==> config.mk <==
export PLATFORM = sky130hd
export DESIGN_NAME = scpi_status_register_set
export DESIGN_NICKNAME = d
export VERILOG_FILES = /design/src/rtl/status_pkg.sv /design/src/rtl/status_group_if.sv /design/src/rtl/scpi_status_register_set.sv /design/src/rtl/status_group.sv /design/src/rtl/error_queue.sv
export SDC_FILE = /design/constraint.sdc
export NUM_CORES = 1
export LEC_CHECK = 0
export BUFFER_PORTS_ARGS = -buffer_cell sky130_fd_sc_hd__buf_2
export CORE_AREA = 3 3 257 184
export DETAILED_ROUTE_END_ITERATION = 6
export DIE_AREA = 0 0 260 187
export PLACE_DENSITY = 0.79
export SLEW_MARGIN = 10
export SYNTH_ARGS = -nofsm -noshare
export SYNTH_HDL_FRONTEND = slang
export SYNTH_SLANG_ARGS = --single-unit
==> constraint.sdc <==
create_clock -name i_sys_clk -period 4.2 [get_ports i_sys_clk]
set_clock_uncertainty 0.15 [all_clocks]
set_input_delay 1.05 -clock i_sys_clk [delete_from_list [all_inputs] [get_ports i_sys_clk]]
set_output_delay 1.05 -clock i_sys_clk [all_outputs]
set_load 0.02 [all_outputs]
==> src/rtl/status_pkg.sv <==
package status_pkg;

    // ------------------------------------------------------------
    // widths and groups
    // ------------------------------------------------------------
    localparam int REG_W = 16;
    localparam int NUM_GROUPS = 4;
    localparam logic [1:0] GRP_OPER = 2'h0;
    localparam logic [1:0] GRP_ARM = 2'h1;
    localparam logic [1:0] GRP_SEQ = 2'h2;
    localparam logic [1:0] GRP_TRIG = 2'h3;

    // ------------------------------------------------------------
    // register map: group base = group * 0x20, field offset below
    // ------------------------------------------------------------
    localparam logic [11:0] OFF_EVENT = 12'h000;
    localparam logic [11:0] OFF_ENABLE = 12'h004;
    localparam logic [11:0] OFF_PTR = 12'h008;
    localparam logic [11:0] OFF_NTR = 12'h00C;
    localparam logic [11:0] OFF_COND = 12'h010;
    localparam logic [11:0] GROUP_STRIDE = 12'h020;
    localparam logic [11:0] OFF_CTRL = 12'h080;
    localparam logic [11:0] OFF_QUEUE_NEXT = 12'h084;
    localparam logic [11:0] OFF_QUEUE_ENABLE = 12'h088;
    localparam logic [11:0] OFF_QUEUE_DISABLE = 12'h08C;
    localparam logic [11:0] OFF_QUEUE_COUNT = 12'h090;
    localparam logic [11:0] OFF_SUMMARY = 12'h094;
    localparam logic [11:0] OFF_QUES_BASE = 12'h0A0;
    localparam logic [11:0] OFF_QUES_LAST = 12'h0B0;

    // ------------------------------------------------------------
    // control register bits (write-one pulses)
    // ------------------------------------------------------------
    localparam int CTRL_CLS_BIT = 0;
    localparam int CTRL_PRESET_BIT = 1;

    // ------------------------------------------------------------
    // reset and preset values
    // ------------------------------------------------------------
    localparam logic [15:0] EVENT_RST = 16'h0000;
    localparam logic [15:0] ENABLE_DEF = 16'h0000;
    localparam logic [15:0] PTR_DEF = 16'hFFFF;
    localparam logic [15:0] NTR_DEF = 16'h0000;
    localparam logic [31:0] QUEUE_ENABLE_DEF = 32'hFFFF_FFFF;
    localparam logic [31:0] QUEUE_DISABLE_DEF = 32'h0000_0000;
    localparam logic [15:0] NO_ERROR_CODE = 16'h0000;

    // ------------------------------------------------------------
    // error queue
    // ------------------------------------------------------------
    localparam int QUEUE_DEPTH = 8;
    localparam int ERR_CLASS_W = 5;

endpackage

==> src/rtl/status_group_if.sv <==
`timescale 1ns/1ps
interface status_group_if #(
    parameter int W = 16
);
    logic [W-1:0] cond;
    logic wr_enable;
    logic wr_ptr;
    logic wr_ntr;
    logic [W-1:0] wdata;
    logic rd_event;
    logic clear_events;
    logic preset;
    logic [W-1:0] event_q;
    logic [W-1:0] enable_q;
    logic [W-1:0] ptr_q;
    logic [W-1:0] ntr_q;
    logic [W-1:0] cond_q;
    logic summary;

    modport ctrl (
        output cond, wr_enable, wr_ptr, wr_ntr, wdata, rd_event, clear_events, preset,
        input event_q, enable_q, ptr_q, ntr_q, cond_q, summary
    );
    modport grp (
        input cond, wr_enable, wr_ptr, wr_ntr, wdata, rd_event, clear_events, preset,
        output event_q, enable_q, ptr_q, ntr_q, cond_q, summary
    );
endinterface

==> src/rtl/scpi_status_register_set.sv <==
// Register access over APB and the register addresses were decided locally.
`timescale 1ns/1ps
module scpi_status_register_set #(
    parameter int QDEPTH = status_pkg::QUEUE_DEPTH
) (
    input wire logic i_sys_clk,
    input wire logic i_resetn,
    input wire logic i_psel,
    input wire logic i_penable,
    input wire logic i_pwrite,
    input wire logic [11:0] i_paddr,
    input wire logic [31:0] i_pwdata,
    output logic [31:0] o_prdata,
    output logic o_pready,
    output logic o_pslverr,
    input wire logic [15:0] i_oper_cond,
    input wire logic [15:0] i_arm_cond,
    input wire logic [15:0] i_seq_cond,
    input wire logic [15:0] i_trig_cond,
    input wire logic i_err_push,
    input wire logic [15:0] i_err_code,
    input wire logic [4:0] i_err_class,
    output logic [3:0] o_summary
);

    localparam int W = status_pkg::REG_W;

    // ------------------------------------------------------------
    // condition input synchronisers
    // ------------------------------------------------------------
    logic [4*W-1:0] cond_s1_reg;
    logic [4*W-1:0] cond_s2_reg;

    always_ff @(posedge i_sys_clk) begin
        if (!i_resetn) begin
            cond_s1_reg <= '0;
            cond_s2_reg <= '0;
        end else begin
            cond_s1_reg <= {i_trig_cond, i_seq_cond, i_arm_cond, i_oper_cond};
            cond_s2_reg <= cond_s1_reg;
        end
    end

    // ------------------------------------------------------------
    // APB decode
    // ------------------------------------------------------------
    logic access;
    logic wr_acc;
    logic rd_acc;
    logic grp_hit;
    logic [1:0] grp_idx;
    logic [11:0] fld_off;
    logic ques_hit;
    logic ctrl_hit;
    logic qnext_hit;
    logic qen_hit;
    logic qdis_hit;
    logic qcnt_hit;
    logic sum_hit;
    logic mapped;
    logic cls_pulse;
    logic preset_pulse;
    logic [31:0] qen_reg;
    logic [31:0] qen_next;
    logic [31:0] qdis_reg;
    logic [31:0] qdis_next;
    logic [31:0] rdata_mux;
    logic [15:0] q_head;
    logic [$clog2(QDEPTH+1)-1:0] q_count;

    function automatic logic field_is(input logic [11:0] off, input logic [11:0] want);
        field_is = (off == want);
    endfunction

    assign access = i_psel && i_penable;
    assign wr_acc = access && i_pwrite;
    assign rd_acc = access && !i_pwrite;
    assign grp_hit = (i_paddr < status_pkg::OFF_CTRL) && (i_paddr[1:0] == 2'b00);
    assign grp_idx = i_paddr[6:5];
    assign fld_off = {7'h00, i_paddr[4:0]};
    assign ques_hit = (i_paddr >= status_pkg::OFF_QUES_BASE) && (i_paddr <= status_pkg::OFF_QUES_LAST)
                      && (i_paddr[1:0] == 2'b00);
    assign ctrl_hit = field_is(i_paddr, status_pkg::OFF_CTRL);
    assign qnext_hit = field_is(i_paddr, status_pkg::OFF_QUEUE_NEXT);
    assign qen_hit = field_is(i_paddr, status_pkg::OFF_QUEUE_ENABLE);
    assign qdis_hit = field_is(i_paddr, status_pkg::OFF_QUEUE_DISABLE);
    assign qcnt_hit = field_is(i_paddr, status_pkg::OFF_QUEUE_COUNT);
    assign sum_hit = field_is(i_paddr, status_pkg::OFF_SUMMARY);
    assign mapped = (grp_hit && fld_off <= status_pkg::OFF_COND) || ques_hit || ctrl_hit || qnext_hit
                    || qen_hit || qdis_hit || qcnt_hit || sum_hit;
    assign cls_pulse = wr_acc && ctrl_hit && i_pwdata[status_pkg::CTRL_CLS_BIT];
    assign preset_pulse = wr_acc && ctrl_hit && i_pwdata[status_pkg::CTRL_PRESET_BIT];

    // ------------------------------------------------------------
    // register groups
    // ------------------------------------------------------------
    status_group_if #(.W(W)) gif [status_pkg::NUM_GROUPS] ();
    logic [W-1:0] grp_event [status_pkg::NUM_GROUPS];
    logic [W-1:0] grp_enable [status_pkg::NUM_GROUPS];
    logic [W-1:0] grp_ptr [status_pkg::NUM_GROUPS];
    logic [W-1:0] grp_ntr [status_pkg::NUM_GROUPS];
    logic [W-1:0] grp_cond [status_pkg::NUM_GROUPS];

    for (genvar k = 0; k < status_pkg::NUM_GROUPS; k++) begin : g_grp
        logic sel;
        assign sel = grp_hit && (grp_idx == 2'(k));
        assign gif[k].cond = cond_s2_reg[k*W +: W];
        assign gif[k].wdata = i_pwdata[W-1:0];
        assign gif[k].wr_enable = wr_acc && sel && field_is(fld_off, status_pkg::OFF_ENABLE);
        assign gif[k].wr_ptr = wr_acc && sel && field_is(fld_off, status_pkg::OFF_PTR);
        assign gif[k].wr_ntr = wr_acc && sel && field_is(fld_off, status_pkg::OFF_NTR);
        assign gif[k].rd_event = rd_acc && sel && field_is(fld_off, status_pkg::OFF_EVENT);
        assign gif[k].clear_events = cls_pulse;
        assign gif[k].preset = preset_pulse;
        assign grp_event[k] = gif[k].event_q;
        assign grp_enable[k] = gif[k].enable_q;
        assign grp_ptr[k] = gif[k].ptr_q;
        assign grp_ntr[k] = gif[k].ntr_q;
        assign grp_cond[k] = gif[k].cond_q;
        assign o_summary[k] = gif[k].summary;

        status_group #(.W(W)) u_grp (
            .i_sys_clk(i_sys_clk),
            .i_resetn(i_resetn),
            .g(gif[k])
        );
    end

    // ------------------------------------------------------------
    // error queue and its message filters
    // ------------------------------------------------------------
    always_comb begin
        qen_next = qen_reg;
        qdis_next = qdis_reg;
        if (wr_acc && qen_hit) begin
            qen_next = i_pwdata;
        end
        if (wr_acc && qdis_hit) begin
            qdis_next = i_pwdata;
        end
    end

    always_ff @(posedge i_sys_clk) begin
        if (!i_resetn) begin
            qen_reg <= status_pkg::QUEUE_ENABLE_DEF;
            qdis_reg <= status_pkg::QUEUE_DISABLE_DEF;
        end else begin
            qen_reg <= qen_next;
            qdis_reg <= qdis_next;
        end
    end

    error_queue #(
        .DEPTH(QDEPTH),
        .CODE_W(16),
        .CLASS_W(status_pkg::ERR_CLASS_W)
    ) u_queue (
        .i_sys_clk(i_sys_clk),
        .i_resetn(i_resetn),
        .i_push(i_err_push),
        .i_code(i_err_code),
        .i_class(i_err_class),
        .i_allow(qen_reg),
        .i_block(qdis_reg),
        .i_pop(rd_acc && qnext_hit),
        .i_flush(cls_pulse),
        .o_head(q_head),
        .o_count(q_count)
    );

    // ------------------------------------------------------------
    // read data
    // ------------------------------------------------------------
    always_comb begin
        rdata_mux = '0;
        if (grp_hit) begin
            case (fld_off)
                status_pkg::OFF_EVENT: rdata_mux = {16'h0000, grp_event[grp_idx]};
                status_pkg::OFF_ENABLE: rdata_mux = {16'h0000, grp_enable[grp_idx]};
                status_pkg::OFF_PTR: rdata_mux = {16'h0000, grp_ptr[grp_idx]};
                status_pkg::OFF_NTR: rdata_mux = {16'h0000, grp_ntr[grp_idx]};
                status_pkg::OFF_COND: rdata_mux = {16'h0000, grp_cond[grp_idx]};
                default: rdata_mux = '0;
            endcase
        end else if (qnext_hit) begin
            rdata_mux = {16'h0000, q_head};
        end else if (qen_hit) begin
            rdata_mux = qen_reg;
        end else if (qdis_hit) begin
            rdata_mux = qdis_reg;
        end else if (qcnt_hit) begin
            rdata_mux = 32'(q_count);
        end else if (sum_hit) begin
            rdata_mux = {28'h000_0000, o_summary};
        end
    end

    // zero-wait slave: data taken straight from the mux in the access cycle
    assign o_prdata = rdata_mux;
    assign o_pready = 1'b1;
    assign o_pslverr = access && !mapped;

endmodule

==> src/rtl/status_group.sv <==
`timescale 1ns/1ps
module status_group #(
    parameter int W = 16
) (
    input wire logic i_sys_clk,
    input wire logic i_resetn,
    status_group_if.grp g
);

    logic [W-1:0] event_reg;
    logic [W-1:0] event_next;
    logic [W-1:0] enable_reg;
    logic [W-1:0] enable_next;
    logic [W-1:0] ptr_reg;
    logic [W-1:0] ptr_next;
    logic [W-1:0] ntr_reg;
    logic [W-1:0] ntr_next;
    logic [W-1:0] cond_reg;
    logic [W-1:0] cond_next;
    logic [W-1:0] hits;

    // ------------------------------------------------------------
    // next state
    // ------------------------------------------------------------
    always_comb begin
        cond_next = g.cond;
        hits = (ptr_reg & g.cond & ~cond_reg) | (ntr_reg & ~g.cond & cond_reg);
        event_next = event_reg;
        if (g.rd_event || g.clear_events) begin
            event_next = '0;
        end
        // new edge wins over a clear in the same cycle
        event_next = event_next | hits;
        enable_next = enable_reg;
        ptr_next = ptr_reg;
        ntr_next = ntr_reg;
        if (g.preset) begin
            enable_next = W'(status_pkg::ENABLE_DEF);
            ptr_next = W'(status_pkg::PTR_DEF);
            ntr_next = W'(status_pkg::NTR_DEF);
        end else begin
            if (g.wr_enable) begin
                enable_next = g.wdata;
            end
            if (g.wr_ptr) begin
                ptr_next = g.wdata;
            end
            if (g.wr_ntr) begin
                ntr_next = g.wdata;
            end
        end
    end

    always_ff @(posedge i_sys_clk) begin
        if (!i_resetn) begin
            event_reg <= W'(status_pkg::EVENT_RST);
            enable_reg <= W'(status_pkg::ENABLE_DEF);
            ptr_reg <= W'(status_pkg::PTR_DEF);
            ntr_reg <= W'(status_pkg::NTR_DEF);
            cond_reg <= '0;
        end else begin
            event_reg <= event_next;
            enable_reg <= enable_next;
            ptr_reg <= ptr_next;
            ntr_reg <= ntr_next;
            cond_reg <= cond_next;
        end
    end

    assign g.event_q = event_reg;
    assign g.enable_q = enable_reg;
    assign g.ptr_q = ptr_reg;
    assign g.ntr_q = ntr_reg;
    assign g.cond_q = cond_reg;
    assign g.summary = |(event_reg & enable_reg);

endmodule

==> src/rtl/error_queue.sv <==
`timescale 1ns/1ps
module error_queue #(
    parameter int DEPTH = 8,
    parameter int CODE_W = 16,
    parameter int CLASS_W = 5
) (
    input wire logic i_sys_clk,
    input wire logic i_resetn,
    input wire logic i_push,
    input wire logic [CODE_W-1:0] i_code,
    input wire logic [CLASS_W-1:0] i_class,
    input wire logic [31:0] i_allow,
    input wire logic [31:0] i_block,
    input wire logic i_pop,
    input wire logic i_flush,
    output logic [CODE_W-1:0] o_head,
    output logic [$clog2(DEPTH+1)-1:0] o_count
);

    localparam int CW = $clog2(DEPTH+1);

    logic [CODE_W-1:0] mem_reg [DEPTH];
    logic [CODE_W-1:0] mem_next [DEPTH];
    logic [CW-1:0] count_reg;
    logic [CW-1:0] count_next;
    logic accept;

    // ------------------------------------------------------------
    // newest entry at index 0; full queue drops oldest
    // ------------------------------------------------------------
    always_comb begin
        accept = i_push && i_allow[i_class] && !i_block[i_class];
        mem_next = mem_reg;
        count_next = count_reg;
        if (i_flush) begin
            count_next = '0;
        end else if (accept) begin
            if (i_pop) begin
                // popped head makes room for the new message
                mem_next[0] = i_code;
                if (count_reg == '0) begin
                    count_next = CW'(1);
                end
            end else begin
                for (int i = DEPTH - 1; i > 0; i--) begin
                    mem_next[i] = mem_reg[i-1];
                end
                mem_next[0] = i_code;
                if (count_reg != CW'(DEPTH)) begin
                    count_next = count_reg + CW'(1);
                end
            end
        end else if (i_pop && count_reg != '0) begin
            for (int i = 0; i < DEPTH - 1; i++) begin
                mem_next[i] = mem_reg[i+1];
            end
            count_next = count_reg - CW'(1);
        end
    end

    always_ff @(posedge i_sys_clk) begin
        if (!i_resetn) begin
            for (int i = 0; i < DEPTH; i++) begin
                mem_reg[i] <= '0;
            end
            count_reg <= '0;
        end else begin
            mem_reg <= mem_next;
            count_reg <= count_next;
        end
    end

    assign o_head = (count_reg == '0) ? status_pkg::NO_ERROR_CODE : mem_reg[0];
    assign o_count = count_reg;

endmodule

==> impl.org, run 1 <==
** Outcome
- The run finished with clean final reports.

** Route
- Average vias per placed instance :: 6.50
- Drt total wl :: 98500 um
- For this run, design rule violations remaining after detail routing come to 0.
- After the first detailed-routing iteration, the DRC count stood at 4110.
- For this run, the detailed router's first-pass iteration total came to 7.
- The detailed router placed 25097 vias in this run.
- After detailed routing, the average wire length per cell comes to 25.5 um.
- Post-detailed-route count of antenna-violating nets :: 0

** Setup path
- Cell-by-cell trace of the critical path :: buf_12, bufbuf_16, mux4_2, a22o_1, a211oi_2, buf_4, o21ai_1, buf_2
- For the worst setup path, the data required time is 3000 ps.
- For this design, the slowest cell found on the critical path is mux4_2.
- Worst Path Max Fanout :: 14
- On the worst path, the slowest cell contributes a delay of 500 ps.
- Kind of start point of the critical path :: input port
- Register-to-register setup slack :: 1080 ps
- Critical Path End Type :: primary output
- Arrival time at the worst endpoint :: 3000 ps
- Buf+Inv Stages, Crit Path :: 4
- The worst setup path is of the input port to primary output kind.
- Category of cells accounting for the largest share of critical-path delay :: buffers and inverters

** Final layout
- 0 antenna diodes ended up in the layout.
- For this run, the post-layout net count is 3348.
- The register with the most flip-flops in the layout has 128 of them.
- Number of fill cells in the layout :: 3265
- Synthesis-to-finish area growth :: 16.1%
- In the final layout, the share of cells above drive strength 1 is 0.187.

** Logic synthesis
- Synthesized net count :: 3210
- Share of synthesized area occupied by flip-flops and latches :: 0.472
- Yosys printed 0 warnings.
- The netlist uses 64 different library cells.
- Synthesis produced 3073 cells.
- Leading register cell type out of synthesis :: dfxtp_1
- Counting flops with an async set or reset pin after synthesis yields a share of 0.
- The mapped netlist covers 0.0273 mm^2.
- Counting flops with a built-in enable in the synthesized netlist gives 0.
- Counting flops and latches in the post-synthesis netlist gives 644.
- The average instance in the mapped netlist occupies 8.89 um^2.

** Worst hold path
- The tightest min-delay check is of the flop to flop type.

** STA
- RSZ-0062 raised after global routing :: true
- Final-report max-slew violation count :: 0
- Once routing completed, OpenROAD measured the worst setup slack at 1.16 ps.
- Maximum achievable frequency :: 238 MHz
- Setup violations remaining at the end of the flow were counted as 0.
- After routing, the total negative slack on setup checks comes to 0 ps.
- The hold violation count in the final report was 0.
- In this run the tightest slew margin relative to its limit is 0.283.
- Final period utilization :: 1.00
- The smallest clock period supported by the final layout is computed as 4200 ps.
- Final hold slack :: 282 ps
- For the pin with the worst max-slew slack, the measured transition is 1070 ps.

** GRT
- Overall overflow remaining after global route :: 0
- Entering global routing, the biggest net connects 165 pins.
- Overall track demand over capacity in global routing :: 0.395
- Antenna violations before repair :: 2
- Global-route wire length before repair :: 146000 um
- The via count of the first global-routing pass was 23552.

** Clocking
- TritonCTS built the clock tree.
- Cell at the root of the clock tree :: clkbuf_16
- CTS clk-pin slew, worst paths :: 70 ps
- Clock latency reported for the late side of the worst-skew pair :: 620 ps
- Maximum level of the CTS H-tree :: 2
- Buffer depth of the longest clock path :: 3
- CTS saw 644 sinks.
- Num CTS Buffers :: 58

** Place
- Worst slack at placement :: -223 ps
- # port buffers :: 171
- Total half-perimeter wirelength after legalization and detailed placement :: 70200 um
- Final Wtd Congestion :: 1.07

** Power and ir drop
- IR analysis of the VDD net gives a maximum drop of 386 uV.
- After layout, the design draws a total of 13.6 mW.
- Power per standard cell area :: 429 mW/mm^2
- P_leak :: 12.1 nW

** Die
- In this run the count of I/O pins placed on the die edge is 173.
- Core area :: 0.0448 mm^2
- Number of placement rows :: 65
- Die X :: 260 um
- Die area :: 0.0486 mm^2
- The floorplan step set the die height to 187 um.
- Initial Utilization :: 0.610

** Run
- Number of violations of the max-capacitance limit :: 0
==> synth_stat cells, types with 10 or more instances <==
master    number  area (um^2)
nand2_1      655         2460
dfxtp_1      644        12900
nand3_1      245         1230
nor2_1       242          908
a21oi_1      232         1160
and2_1       198         1240
clkbuf_1     173          649
o21ai_0       86          430
mux4_2        82         1850
nand3b_1      73          548
a311oi_2      70         1050
buf_2         51          255
a22o_1        46          403
a311oi_1      43          377
mux2i_1       35          350
a22oi_1       19          143
a221oi_1      17          149
buf_4         13         97.6
a211oi_1      12         90.1
a222oi_1      11          110
nor3_1        11         55.1
o211ai_1      10         75.1
==> worst paths after layout <==
check,end,startpoint,cells after the start
max,o_prdata[13],i_paddr[5],8
min,cond_s2_reg[24]$_SDFF_PN0_,cond_s1_reg[24]$_SDFF_PN0_,1
max reg2reg,u_queue.mem_reg[124]$_SDFFE_PN0P_,qen_reg[12]$_SDFFE_PN1P_,11
min reg2reg,cond_s2_reg[24]$_SDFF_PN0_,cond_s1_reg[24]$_SDFF_PN0_,1
==> power by group <==
part	switching, mW	leakage (nW)	internal (mW)	total (mW)
Sequential	0.271	5.25	6.36	6.63
Combinational	0.835	5.84	0.557	1.39
Clock	2.45	0.986	3.15	5.60
==> kinds of logic (layout without fill, tap and decap cells) <==
| family | Yosys count | after routing | share of synthesized area |
|---|---|---|---|
| compound gates | 570 | 570 | 0.154 |
| xor+xnor | 1 | 1 | 0.000321 |
| fa+ha+maj | 2 | 2 | 0.000916 |
| buf+inv | 258 | 444 | 0.0401 |
| flops | 644 | 644 | 0.472 |
| mux | 118 | 118 | 0.0812 |
| other cells | 1 | 1 | 0.000137 |
| simple gates | 1479 | 1479 | 0.252 |
==> area by class of cell <==
type,instances,area [um^2],area share
clock inverters,29,337,0.0106
inverters,12,52.6,0.00166
flip-flops and latches,644,12900,0.406
repair buffers,324,2520,0.0795
well taps,603,754,0.0238
clock buffers,79,1690,0.0533
multi-input cells,2171,13500,0.425
==> layout by cell type, fill, tap and decap left out, drive strengths merged, types with 82 or more instances in the layout <==
master / instances
nand3: 247
a21oi: 233
buf: 321
mux4: 82
nand2: 655
nor2: 242
and2: 198
o21ai: 86
a311oi: 113
dfxtp: 644
==> metal layers <==
layer | routed length (um) | track usage | up-vias
met5 | 26 | 0 | -
met3 | 15200 | 0.127 | 241
met2 | 39900 | 0.549 | 1729
li1 | - | - | 11026
met1 | 39900 | 0.576 | 12097
met4 | 3550 | 0.130 | 4
==> through the flow <==
stage          utilization  instance area (um^2)  instances
4_1_cts              0.706                 31600       3861
2_1_floorplan            -                 27300       3073
6_report             0.708                 31700       3862
3_5_place_dp         0.658                 29500       3750
5_1_grt              0.708                 31700       3862
3_3_place_gp         0.658                 29500       3750
==> repair_timing <==
| item | in CTS | in global routing |
|---|---|---|
| gates cloned | 2 | 1 |
| buffers inserted | 1 | 0 |
| setup endpoints to repair | 15 | 13 |
| resized for setup | 20 | 16 |
| hold buffers | 0 | 0 |
| pin swaps | 1 | 1 |
No activity file was read; power rests on OpenSTA's default activity.
==> run 2: changes to the inputs <==
--- a/config.mk
+++ b/config.mk
@@ -6,10 +6,9 @@
 export NUM_CORES = 1
 export LEC_CHECK = 0
 export BUFFER_PORTS_ARGS = -buffer_cell sky130_fd_sc_hd__buf_2
-export CORE_AREA = 3 3 257 184
+export CORE_AREA = 3 3 299 213
 export DETAILED_ROUTE_END_ITERATION = 6
-export DIE_AREA = 0 0 260 187
-export PLACE_DENSITY = 0.79
+export DIE_AREA = 0 0 302 216
 export SLEW_MARGIN = 10
 export SYNTH_ARGS = -nofsm -noshare
 export SYNTH_HDL_FRONTEND = slang
==> constraint.sdc (replaced) <==
create_clock -name i_sys_clk -period 5.45 [get_ports i_sys_clk]
set_clock_uncertainty 0.15 [all_clocks]
set_input_delay 1.3625 -clock i_sys_clk [delete_from_list [all_inputs] [get_ports i_sys_clk]]
set_output_delay 1.3625 -clock i_sys_clk [all_outputs]
set_load 0.02 [all_outputs]
==> run 2 against run 1 <==
- register-to-register slack better by 990 ps
- routed wire length up 2.7%
- cell count up 4.1%
- power down 20%
- core utilization down 20 points
- via count down 2.9%
- hold slack worse by 5.3 ps
- flip-flop and latch count unchanged
- largest cell class unchanged
- largest power group unchanged
==> impl.org, run 2 (same netlist as run 1, synthesis figures left out) <==
** Setup path
- Arrival time at the worst endpoint :: 3690 ps (+690 ps)
- For this design, the slowest cell found on the critical path is mux4_2.
- The most critical setup path has its endpoint at o_prdata[1].
- The endpoint identified for the worst register-to-register timing path is u_queue.mem_reg[20]$_SDFFE_PN0P_.
- The internal reg-to-reg setup slack is 2070 ps (+990 ps).
- Category of cells accounting for the largest share of critical-path delay :: compound AO/OA/AOI/OAI gates
- STA classifies the critical path endpoint as a primary output.
- Largest stage delay, worst path :: 520 ps (+20 ps)
- Worst reg2reg path depth :: 8 (-3)
- Critical Path RT :: 3940 ps (+940 ps)
- The buffering stage count on the worst path with inverters included was 3 (-1).
- In this run the critical register-to-register path is launched from qen_reg[6]$_SDFFE_PN1P_.
- The worst setup path is launched from an input port.
- Tracing the worst setup path back leads to its startpoint at i_paddr[5].
- Worst Path Max Fanout :: 28 (+14)
- Cell count along the critical path :: 8 (unchanged)
- Cell-by-cell trace of the critical path :: buf_6, buf_12, mux4_2, a22o_1, a21oi_1, o21ai_0, a221o_1, buf_2
- The worst setup path is of the input port to primary output kind.

** Final layout
- Leaving out fill and tap cells, the most frequent cell in the layout is nand2_1.
- The net count of the finished layout came to 3283 (-1.9%).
- Flip-flop count of the largest register after layout :: 128 (unchanged)
- The post-layout instance area came to 0.0313 mm^2 (-1.2%).
- Share of cells above drive strength 1 :: 0.166 (-0.0217)
- The top cell types in the final layout, fill and taps aside, are 654 x nand2_1, 644 x dfxtp_1, 245 x nand3_1, 241 x nor2_1, 228 x a21oi_1.
- Fin cells :: 4020 (+4.1%)
- Synthesis-to-finish area growth :: 14.7%

** Die
- The die outline area is 0.0652 mm^2 (+34%).
- Die height :: 216 um (+16%)
- The area of the placeable core came to 0.0611 mm^2 (+36%).
- The number of placement rows was 76 (+17%).
- The number of primary I/O pins came to 173 (unchanged).
- The horizontal die dimension was 302 um (+16%).
- Initial Utilization :: 0.447 (-0.163)

** GRT
- The met2 capacity usage during global routing came to 0.432 (-0.118).
- The via count of the first global-routing pass was 22857 (-3.0%).
- The met3 usage came to 0.0712 (-0.0563).
- Met1 usage in global routing :: 0.463 (-0.114)
- The global routing usage summed across all routing layers came to 0.307 (-0.0873).
- The global route total overflow came to 0 (unchanged).
- Antenna violations before repair :: 16 (+14)
- The wire length of the first global-routing pass is 151000 um (+3.6%).
- met1 is the most crowded layer.
- Pin count of the biggest net entering global routing :: 210 (+27%)

** Power and ir drop
- Flop pwr share :: 0.469 (-0.018)
- The peak supply drop came to 252 uV (-35%).
- The total power of the final layout came to 10.9 mW (-20%).
- Part of the total power dissipated in the clock network :: 0.440 (+0.029)
- Net Switching :: 2.84 mW (-20%)
- Switching Fraction :: 0.261 (about the same)
- P_int :: 8.05 mW (-20%)
- Power per standard cell area :: 347 mW/mm^2 (-19%)
- P_leak :: 11.7 nW (-3.0%)
- Logic pwr share :: 0.090 (-0.012)

** Clocking
- The clock-pin transition on the worst setup and hold timing paths was 60 ps (about the same).
- The number of buffers on the longest clock path is 3 (unchanged).
- TritonCTS built the clock tree.
- Post-cts repair resize count :: 0 (-100%)
- The number of CTS-inserted buffers is 66 (+14%).
- The number of buffers added to fix hold violations after cts is 0 (unchanged).
- The buffers inserted during post-CTS setup optimization came to 0 (-1).
- The tree is rooted in a clkbuf_16.
- Clock latency reported for the late side of the worst-skew pair :: 630 ps (about the same)
- The number of sinks driven by the clock tree came to 644 (unchanged).
- Maximum level of the CTS H-tree :: 3 (+1)

** Worst hold path
- Path category of the worst min-delay check :: flop to flop
- Worst Hold Path Cells :: 1 (unchanged)

** STA
- Counting I/O delays and the setup requirement, the final critical path takes 5210 ps.
- Final-report setup violation count :: 0 (unchanged)
- The hold slack is 277 ps (-5.35 ps).
- Final-report max-slew violation count :: 0 (unchanged)
- The accumulated negative setup slack was 0 ps (unchanged).
- The worst-margin pin slew came to 1360 ps (+286 ps).
- Dividing the final minimum period by the clock period gives 0.955.
- Final Hold Fails :: 0 (unchanged)
- Timing would allow up to 192 MHz.
- RSZ-0062 raised after global routing :: false
- Max-Slew Margin vs Limit :: 0.0901 (-0.193)

** Route
- Routed wirelength normalized by instance count :: 25.2 um (-1.3%)
- The total detailed-routing wirelength was 101000 um (+2.7%).
- Average vias per placed instance :: 6.06 (-6.7%)
- The number of nets with antenna violations after detailed routing came to 0 (unchanged).
- The via count came to 24379 (-2.9%).
- The iteration count of the initial detailed-routing pass was 7 (unchanged).
- The post-detailed-route DRC marker count was 0 (unchanged).
- Initial DRC Count :: 3224 (-22%)

** Outcome
- The flow ran to the end, and the final reports show no timing, DRC or antenna violations.

** Place
- Post-place instance area :: 0.0290 mm^2 (-1.6%)
- The HPWL after detailed placement was 71600 um (+2.0%).
- # port buffers :: 171 (unchanged)
- DP Cell Count :: 3897 (+3.9%)
- Final Wtd Congestion :: 0.984 (-7.7%)

** Run
- The number of max-capacitance violations reported is 0 (unchanged).
-- run 2: metrics by stage --
| step | utilization | setup WS, ps |
|---|---|---|
| 2_1_floorplan | - | 621 |
| 3_3_place_gp | 0.475 | 280 |
| 3_5_place_dp | 0.475 | 261 |
| 4_1_cts | 0.512 | 261 |
| 5_1_grt | 0.512 | 166 |
| 6_report | 0.512 | 245 |
-- run 2: per-layer routing --
metal	part of all wire	routed length, um
met2	0.41	41500
met5	0.0010	103
met3	0.11	11300
met4	0.030	3050
met1	0.45	45200
-- run 2: power by group through the flow --
stage | logic (mW) | clock network [mW] | registers, mW
2_1_floorplan | 0.713 | 0 | 5.09
3_3_place_gp | 0.944 | 0 | 5.20
3_5_place_dp | 0.972 | 0 | 5.20
4_1_cts | 0.977 | 4.85 | 5.10
5_1_grt | 1.08 | 5.03 | 5.12
6_report | 0.985 | 4.79 | 5.11
-- run 2: worst register-to-register path, cell delays in order (launching register included) --
cell	delay [ps]
dfxtp_1	340
inv_1	70
o311ai_0	580
a31oi_1	280
o311ai_4	490
mux2i_4	590
buf_12	360
nor2_1	160
a311oi_2	280
-- run 2: worst min path at each step --
stage / to / startpoint / slack, ps
floorplan: cond_s2_reg[0]$_SDFF_PN0_ / cond_s1_reg[0]$_SDFF_PN0_ / 260
global placement: cond_s2_reg[50]$_SDFF_PN0_ / cond_s1_reg[50]$_SDFF_PN0_ / 270
detailed placement: cond_s2_reg[47]$_SDFF_PN0_ / cond_s1_reg[47]$_SDFF_PN0_ / 270
CTS: cond_s2_reg[51]$_SDFF_PN0_ / cond_s1_reg[51]$_SDFF_PN0_ / 280
global route: cond_s2_reg[11]$_SDFF_PN0_ / cond_s1_reg[11]$_SDFF_PN0_ / 300
finish: cond_s2_reg[63]$_SDFF_PN0_ / cond_s1_reg[63]$_SDFF_PN0_ / 280
-- run 2: final cells by class --
| class | instances | area, um^2 |
|---|---|---|
| antenna | 4 | 10.0 |
| tap | 819 | 1020 |
| fill | 5706 | 29800 |
| clock inverter | 21 | 358 |
| inverter | 12 | 52.6 |
| sequential | 644 | 12900 |
| clock buffer | 98 | 1930 |
| timing repair buffer | 251 | 1620 |
| multi-input combinational | 2171 | 13400 |
